$ cat config.mk
export PLATFORM = sky130hd
export DESIGN_NAME = fadb_channel
export DESIGN_NICKNAME = d
export VERILOG_FILES = /design/src/design/fadb_pkg.sv /design/src/design/fadb_channel.sv
export SDC_FILE = /design/constraint.sdc
export NUM_CORES = 1
export LEC_CHECK = 0
export BUFFER_PORTS_ARGS = -buffer_cell sky130_fd_sc_hd__buf_2
export CAP_MARGIN = 20
export CORE_MARGIN = 4
export CORE_UTILIZATION = 50
export DETAILED_ROUTE_END_ITERATION = 7
export PLACE_DENSITY = 0.75
export SLEW_MARGIN = 20
export SYNTH_ARGS = -nofsm -noshare
export SYNTH_HDL_FRONTEND = slang
export SYNTH_SLANG_ARGS = --single-unit
export TNS_END_PERCENT = 50
$ cat constraint.sdc
create_clock -name core_clk -period 3.39 [get_ports core_clk]
set_clock_uncertainty 0.1 [all_clocks]
set_input_delay 0.5085 -clock core_clk [delete_from_list [all_inputs] [get_ports core_clk]]
set_output_delay 0.5085 -clock core_clk [all_outputs]
set_load 0.1 [all_outputs]
$ cat src/design/fadb_pkg.sv
// Constants and carrier types for the full address channel B control block.
package fadb_pkg;
    // ==========================================================
    // Register map, byte addresses
    localparam logic [7:0] ADDR_CTRL_A = 8'h00;
    localparam logic [7:0] ADDR_CTRL_B = 8'h04;
    localparam logic [7:0] ADDR_DEST = 8'h08;
    localparam logic [7:0] ADDR_COUNT = 8'h0c;
    localparam logic [7:0] CTRL_RESET = 8'h00;
    // ==========================================================
    // Channel B control fields
    localparam int B_MASTER = 7;
    localparam int B_RSVD = 6;
    localparam int B_DIR = 5;
    localparam int B_STEP = 4;
    localparam int B_SIDE = 3;
    localparam int B_ACT_HI = 2;
    // ==========================================================
    // Channel A control fields
    localparam int A_ENABLE = 7;
    localparam int A_SIZE = 6;
    localparam int A_MODE2 = 2;
    localparam int A_MODE1 = 1;
    localparam int A_BLOCK = 0;
    // ==========================================================
    // Activation codes
    localparam logic [2:0] ACT_BURST = 3'h0;
    localparam logic [2:0] ACT_CYCLE = 3'h2;
    localparam logic [2:0] ACT_FALL = 3'h6;
    localparam logic [2:0] ACT_LOW = 3'h7;
    // ==========================================================
    // Widths and address steps
    localparam int ADDR_W = 24;
    localparam int CNT_W = 16;
    localparam int TMR_N = 4;
    localparam logic [ADDR_W-1:0] STEP_BYTE = 24'h000001;
    localparam logic [ADDR_W-1:0] STEP_WORD = 24'h000002;
    localparam logic [CNT_W-1:0] COUNT_LAST = 16'h0001;
    localparam logic [CNT_W-1:0] COUNT_ONE = 16'h0001;

    typedef struct packed {
        logic [7:0] addr;
        logic [31:0] wdata;
        logic wr;
        logic rd;
    } fadb_bus_s;

    typedef struct packed {
        logic req;
        logic burst;
        logic word;
        logic src_is_block;
        logic dest_is_block;
        logic enabled;
    } fadb_xfer_s;
endpackage

$ cat src/design/fadb_channel.sv
// Channel B control register and activation logic, full address mode.
`timescale 1ns/100ps
// What this block does
// - Channel enabled only while master enable and channel enable both hold one.
// - Non-maskable interrupt clears master enable, suspending the transfer.
// - Suspended transfer resumes when software sets master enable again.
// - Master enable sets only after a read showing zero, then a write.
// - Channel B control clears to zero on reset and in standby.
// - Reserved bit six stores and reads back what software wrote.
// - Step enable zero keeps destination address unchanged.
// - Direction zero steps destination up by one or two per transfer.
// - Direction one steps destination down by one or two per transfer.
// - Block side bit picks destination (0) or source (1) as block area.
// - Normal mode codes 000 and 010 give burst and cycle-steal auto-requests.
// - Normal mode codes 110 and 111 trigger on request falling edge, low level.
// - Block mode codes 000 to 011 select timer channels 0 to 3.
// - Block mode code 110 triggers on request falling edge only.
// - Channels sharing one timer source are serviced in fixed priority order.
// - Full address mode needs both upper pair mode bits set.
// - Lowest pair mode bit picks normal (0) or block (1) mode.
// - Transfer size bit picks byte (0) or word (1).
// - Channel enable clears itself when the transfer count finishes.
module fadb_channel (
    input wire logic core_clk,
    input wire logic rst,
    input wire logic standby,
    input wire fadb_pkg::fadb_bus_s bus,
    output logic [31:0] rdata,
    input wire logic nmi_pin,
    input wire logic ext_req_n_pin,
    input wire logic [fadb_pkg::TMR_N-1:0] timer_irq,
    input wire logic prio_hold,
    input wire logic xfer_ack,
    input wire logic block_end,
    output fadb_pkg::fadb_xfer_s xfer,
    output logic [fadb_pkg::ADDR_W-1:0] dest_addr
);
    // ==========================================================
    // State
    typedef struct packed {
        logic [7:0] ctrl_a;
        logic [7:0] ctrl_b;
        logic [fadb_pkg::ADDR_W-1:0] dest;
        logic [fadb_pkg::ADDR_W-1:0] dest_start;
        logic [fadb_pkg::CNT_W-1:0] count;
        logic armed_a;
        logic armed_b;
        logic nmi_s1;
        logic nmi_s2;
        logic nmi_prev;
        logic req_s1;
        logic req_s2;
        logic req_prev;
        logic pending;
        logic [31:0] rdata;
    } fadb_state_s;

    fadb_state_s st_ff;
    fadb_state_s nxt_st;

    // Timer sources are the block mode codes with the top activation bit clear.
    function automatic logic is_timer(input logic [2:0] code,
                                      input logic blk);
        is_timer = blk && !code[fadb_pkg::B_ACT_HI];
    endfunction

    logic full_mode;
    logic blk_mode;
    logic enabled;
    logic [2:0] act;
    logic timer_sel;
    logic auto_req;
    logic low_req;
    logic fall_ev;
    logic set_pend;
    logic clr_pend;
    logic dec_ev;
    logic wr_a;
    logic wr_b;
    logic wr_dest;
    logic wr_cnt;
    logic [fadb_pkg::ADDR_W-1:0] step;

    always_comb begin
        full_mode = st_ff.ctrl_a[fadb_pkg::A_MODE2]
            && st_ff.ctrl_a[fadb_pkg::A_MODE1];
        blk_mode = st_ff.ctrl_a[fadb_pkg::A_BLOCK];
        enabled = full_mode && st_ff.ctrl_b[fadb_pkg::B_MASTER]
            && st_ff.ctrl_a[fadb_pkg::A_ENABLE];
        act = st_ff.ctrl_b[fadb_pkg::B_ACT_HI:0];
        timer_sel = is_timer(act, blk_mode);
        auto_req = !blk_mode && (act == fadb_pkg::ACT_BURST
            || act == fadb_pkg::ACT_CYCLE);
        low_req = !blk_mode && act == fadb_pkg::ACT_LOW
            && !st_ff.req_s2;
        fall_ev = act == fadb_pkg::ACT_FALL && st_ff.req_prev
            && !st_ff.req_s2;
        set_pend = enabled && (fall_ev
            || (timer_sel && timer_irq[act[1:0]]));
        clr_pend = blk_mode ? block_end : xfer_ack;
        dec_ev = enabled && (blk_mode ? block_end : xfer_ack);
        wr_a = bus.wr && bus.addr == fadb_pkg::ADDR_CTRL_A;
        wr_b = bus.wr && bus.addr == fadb_pkg::ADDR_CTRL_B;
        wr_dest = bus.wr && bus.addr == fadb_pkg::ADDR_DEST;
        wr_cnt = bus.wr && bus.addr == fadb_pkg::ADDR_COUNT;
        step = st_ff.ctrl_a[fadb_pkg::A_SIZE] ? fadb_pkg::STEP_WORD
            : fadb_pkg::STEP_BYTE;
    end

    // ==========================================================
    // Next state
    always_comb begin
        nxt_st = st_ff;
        nxt_st.nmi_s1 = nmi_pin;
        nxt_st.nmi_s2 = st_ff.nmi_s1;
        nxt_st.nmi_prev = st_ff.nmi_s2;
        nxt_st.req_s1 = ext_req_n_pin;
        nxt_st.req_s2 = st_ff.req_s1;
        nxt_st.req_prev = st_ff.req_s2;
        nxt_st.rdata = 32'h00000000;
        if (bus.rd) begin
            unique case (bus.addr)
                fadb_pkg::ADDR_CTRL_A: begin
                    nxt_st.rdata[7:0] = st_ff.ctrl_a;
                    if (!st_ff.ctrl_a[fadb_pkg::A_ENABLE]) begin
                        nxt_st.armed_a = 1'b1;
                    end
                end
                fadb_pkg::ADDR_CTRL_B: begin
                    nxt_st.rdata[7:0] = st_ff.ctrl_b;
                    if (!st_ff.ctrl_b[fadb_pkg::B_MASTER]) begin
                        nxt_st.armed_b = 1'b1;
                    end
                end
                fadb_pkg::ADDR_DEST: begin
                    nxt_st.rdata[fadb_pkg::ADDR_W-1:0] = st_ff.dest;
                end
                fadb_pkg::ADDR_COUNT: begin
                    nxt_st.rdata[fadb_pkg::CNT_W-1:0] = st_ff.count;
                end
                default: begin
                    nxt_st.rdata = 32'h00000000;
                end
            endcase
        end
        // The enable bit only rises if the read that armed it saw zero.
        if (wr_a) begin
            nxt_st.ctrl_a = bus.wdata[7:0];
            nxt_st.ctrl_a[fadb_pkg::A_ENABLE] =
                bus.wdata[fadb_pkg::A_ENABLE]
                && (st_ff.armed_a || st_ff.ctrl_a[fadb_pkg::A_ENABLE]);
            nxt_st.armed_a = 1'b0;
        end
        if (wr_b) begin
            nxt_st.ctrl_b = bus.wdata[7:0];
            nxt_st.ctrl_b[fadb_pkg::B_MASTER] =
                bus.wdata[fadb_pkg::B_MASTER]
                && (st_ff.armed_b
                || st_ff.ctrl_b[fadb_pkg::B_MASTER]);
            nxt_st.armed_b = 1'b0;
        end
        if (wr_cnt) begin
            nxt_st.count = bus.wdata[fadb_pkg::CNT_W-1:0];
        end else if (dec_ev) begin
            nxt_st.count = st_ff.count - fadb_pkg::COUNT_ONE;
            if (st_ff.count == fadb_pkg::COUNT_LAST) begin
                nxt_st.ctrl_a[fadb_pkg::A_ENABLE] = 1'b0;
            end
        end
        if (wr_dest) begin
            nxt_st.dest = bus.wdata[fadb_pkg::ADDR_W-1:0];
            nxt_st.dest_start = bus.wdata[fadb_pkg::ADDR_W-1:0];
        end else if (enabled && blk_mode && block_end
                     && !st_ff.ctrl_b[fadb_pkg::B_SIDE]) begin
            nxt_st.dest = st_ff.dest_start;
        end else if (enabled && xfer_ack
                     && st_ff.ctrl_b[fadb_pkg::B_STEP]) begin
            if (st_ff.ctrl_b[fadb_pkg::B_DIR]) begin
                nxt_st.dest = st_ff.dest - step;
            end else begin
                nxt_st.dest = st_ff.dest + step;
            end
        end
        // A request that lands with its own consumption is kept.
        nxt_st.pending = set_pend
            || (st_ff.pending && !(enabled && clr_pend));
        // The interrupt beats a software set in the same cycle.
        if (st_ff.nmi_s2 && !st_ff.nmi_prev) begin
            nxt_st.ctrl_b[fadb_pkg::B_MASTER] = 1'b0;
        end
        if (standby) begin
            nxt_st.ctrl_b = fadb_pkg::CTRL_RESET;
            nxt_st.ctrl_a = fadb_pkg::CTRL_RESET;
            nxt_st.armed_a = 1'b0;
            nxt_st.armed_b = 1'b0;
            nxt_st.pending = 1'b0;
        end
    end

    always_ff @(posedge core_clk or posedge rst) begin
        if (rst) begin
            st_ff <= '0;
            st_ff.req_s1 <= 1'b1;
            st_ff.req_s2 <= 1'b1;
            st_ff.req_prev <= 1'b1;
        end else begin
            st_ff <= nxt_st;
        end
    end

    // ==========================================================
    // Outputs
    // A shared timer source waits while a higher channel claims it.
    always_comb begin
        xfer.enabled = enabled;
        xfer.req = enabled && (auto_req || low_req || st_ff.pending)
            && !(timer_sel && prio_hold);
        xfer.burst = !blk_mode && act == fadb_pkg::ACT_BURST;
        xfer.word = st_ff.ctrl_a[fadb_pkg::A_SIZE];
        xfer.src_is_block = blk_mode && st_ff.ctrl_b[fadb_pkg::B_SIDE];
        xfer.dest_is_block = blk_mode
            && !st_ff.ctrl_b[fadb_pkg::B_SIDE];
    end
    assign rdata = st_ff.rdata;
    assign dest_addr = st_ff.dest;
endmodule // fadb_channel

==> metrics.md <==
| Metric | Value |
|---|---|
| Syn_area_per_cell | `8.75 um^2` |
| Std cell rows | `42` |
| I/O pin count | `approximately 120` |
| Remaining antenna violation count | `0` |
| Worst Path Max Fanout | `5` |
| Die Span X | `approximately 120 um` |
| Synthesized flop and latch total | `113` |
| Worst R2R Path Depth | `12` |
| CP Data Arrival Time | `3.03 ns` |
| Area grow syn2layout | `13.4%` |
| Routed WL | `17.7 mm` |
| Busiest grt layer | `met2` |
| Family with the most delay on the worst path | `compound AO/OA/AOI/OAI gates` |
| GRT met2 Usage | `0.362` |
| Number of synthesized flops with an enable pin | `0` |
| Hold Fails Final Rpt | `0` |
| Post-synthesis mux area share | `0.0300` |
| Placed inst area | `7100 um^2` |
| Residual DRC | `0` |
| Final setup fails | `0` |
| Die H | `124 um` |
| Synth Area in XOR/XNOR | `0.0414` |
| First-pass GRT wire length | `29.9 mm` |
| Core area | `13200 um^2` |
| CTS resizes | `0` |
| Final HPWL DP | `~13 mm` |
| Slew @ Worst Pin | `between 0.9 and 1 ns` |
| H-tree depth | `4` |
| M3 GR Usage | `0.0515` |
| Syn. warnings | `0` |
| Clock tree buffer depth | `2` |
| Hold Startpoint | `nmi_pin` |
| Critical path depth in cells | `12` |
| Critical Path Sink Type | `register` |
| Synth top area share | `0.407` |
| Total power | `0.00383 W` |
| Sequential area share after synthesis | `0.419` |
| RSZ-0062 raised after global routing | `no` |
| Worst path required time | `3.59 ns` |
| Crit path max-delay cell type | `dfrtp_1` |
| Max-slew violation count | `0` |
| Synth Instances | `773` |
| Power Density | `500 nW/um^2` |
| Antenna cells | `0` |
| Reg2reg end | `dest_addr[18]` |
| Die ar. | `around 15000 um^2` |
| Worst reg-to-reg setup slack | `0.55 ns` |
| Most Frequent Cell on Critical Path | `inv_1` |
| CTS tree | `yes` |
| Non-filler instance count after layout | `1014` |
| Largest family of logic cells by synthesized area | `simple AND/OR/NAND/NOR gates` |
| DR vias/cell | `between 5 and 6` |
| CP startpoint | `xfer[3]` |
| Critical setup path kind | `reg -> reg` |
| Fin area | `approximately 7700 um^2` |
| Initial core utilization | `0.511` |
| Placed Cells | `982` |
| Clk slew on worst S/H paths | `roughly 0.050 ns` |
| Main synth FF type | `dfrtp_1` |
| Total Routing Usage GR | `0.235` |
| Cell taking the most area after synthesis | `dfrtp_1` |
| HP Class | `in -> reg` |
| Nets | `905` |
| Outcome | `completed` |
| Synth Area in Adders | `0.0492` |
| Crit-path cells | `inv_1, ha_1, inv_1, fa_1, a21oi_1, nor2b_1, a31oi_1, o311ai_0, buf_4, o21ai_0, a211oi_1, a221o_1` |
| Detailed Route Iter0 Violations | `667` |
| Slew margin rel. | `0.364` |
| Share of layout cells above drive strength 1 | `0.197` |
| Leakage power | `between 3 and 4 nW` |
| CTS Sinks | `113` |
| Largest cells by area after synthesis | `dfrtp_1, nand2_1, buf_4` |
| Clock Latency Late Sink | `0.41 ns` |
| Antenna violations before repair | `0` |
| Slowest cell delay on critical path | `around 0.43 ns` |
| PortBufs | `99` |
| Buffers & Inverters on Critical Path | `3` |
| Max-cap violation count | `0` |
| Fin Setup TNS | `0 ns` |
| Pin count of the biggest net entering global routing | `114` |
| Routability cong. | `0.888` |
| Count of different cell masters after synthesis | `65` |
| CTS root buf | `clkbuf_16` |
| Tcrit/Tclk final | `0.837` |
| Met1 global-route usage | `0.329` |
| Synth Area in Simple Gates | `0.198` |
| Drt first pass iters | `8` |
| CTS Buf Count | `17` |
| Post-synthesis compound-gate area fraction | `0.171` |
| Asr flop ratio synth | `1.00` |
| R2R Path Start | `xfer[3]` |
| Hold-fix buffers at CTS | `0` |
| GRT Residual Overflow | `0` |
| Vias in the first global route | `5706` |
| Critical path destination | `dest_addr[18]` |
| Fin crit period | `2.84 ns` |
| Max Fclk | `around 0.35 GHz` |
| Cell Area, Synth | `just under 7000 um^2` |
| Peak supply drop | `0.000396 V` |
| DR WL/cell | `approximately 17 um` |
| Post-CTS Setup Bufs | `0` |
| Via count | `5835` |
| Worst hold slack | `~0.1 ns` |
| Startpoint Class | `register` |
[routing by layer]
metal,share of wire,wire length [um]
met3,0.080,1430
met5,0,0
met1,0.44,7840
met4,0.027,484
met2,0.45,7980
[worst register-to-register path: stages (launching register included)]
cell and delay, ns:
dfrtp_1 0.43, inv_1 0.08, ha_1 0.18, inv_1 0.06, fa_1 0.41, a21oi_1 0.17, nor2b_1 0.08, a31oi_1 0.25
o311ai_0 0.21, buf_4 0.19, o21ai_0 0.18, a211oi_1 0.11, a221o_1 0.26
[where the power goes]
part	internal, W	switching (W)	leakage, nW
clock	0.00112	0.000622	0.265
combinational	0.000159	0.000446	1.96
sequential	0.00141	0.0000765	1.54
total	0.00269	0.00114	3.77
[cell usage in the layout, fill, tap and decap left out, types with 13 or more instances in the layout]
cell and instances:
buf_2 99, dfrtp_1 110, nand2_1 141, buf_4 15, xor2_1 14, clkbuf_16 17, nor2_1 70, nor3_1 13
ha_1 25, o21ai_0 30, a21oi_1 66, inv_1 13, xnor2_1 18
[sequential cells by signal (all words and copies together), names as in the netlist]
register,count
st_ff,56
dest_addr,24
rdata,24
nxt_st,4
act,3
blk_mode,1
xfer,1
[metrics by stage]
step                 util  setup slack (ns)
floorplan               -             0.381
global placement    0.536             0.527
detailed placement  0.536             0.496
CTS                 0.579             0.520
global route        0.579             0.232
finish              0.579             0.553
[logic make-up after synthesis]
kind of cell | count (synthesis)
simple gates | 296
compound gates | 182
flops | 113
buf+inv | 105
xor+xnor | 32
fa+ha+maj | 26
mux | 18
other cells | 1
[cell usage after synthesis (9+ instances only)]
library cell  number
mux2i_1            9
o22ai_1            9
ha_1              25
xnor2_1           18
xor2_1            14
a21oi_1           66
a21o_1             9
a211oi_1          11
nand3_1           12
nand2_1          141
inv_1             14
and2_1            12
buf_4             59
o21ai_0           30
clkbuf_1          26
nor3_1            13
nor2_1            71
dfrtp_1          110
[area by class of cell]
class	count	area, um^2
fill	1186	5570
multi-input combinational	562	3350
sequential	113	2830
timing repair buffer	115	628
clock buffer	23	468
tap	176	220
clock inverter	9	108
inverter	16	63.8
[worst min-delay path by stage]
| stage | endpoint | slack (ns) | cells after the start |
|---|---|---|---|
| global placement | nxt_st[36] | 0.23 | 0 |
| CTS | nxt_st[34] | 0.09 | 1 |
| global route | nxt_st[34] | 0.09 | 1 |
| floorplan | nxt_st[36] | 0.23 | 0 |
| detailed placement | nxt_st[36] | 0.24 | 0 |
| finish | nxt_st[37] | 0.1 | 1 |
No activity file was read; power rests on OpenSTA's default activity.
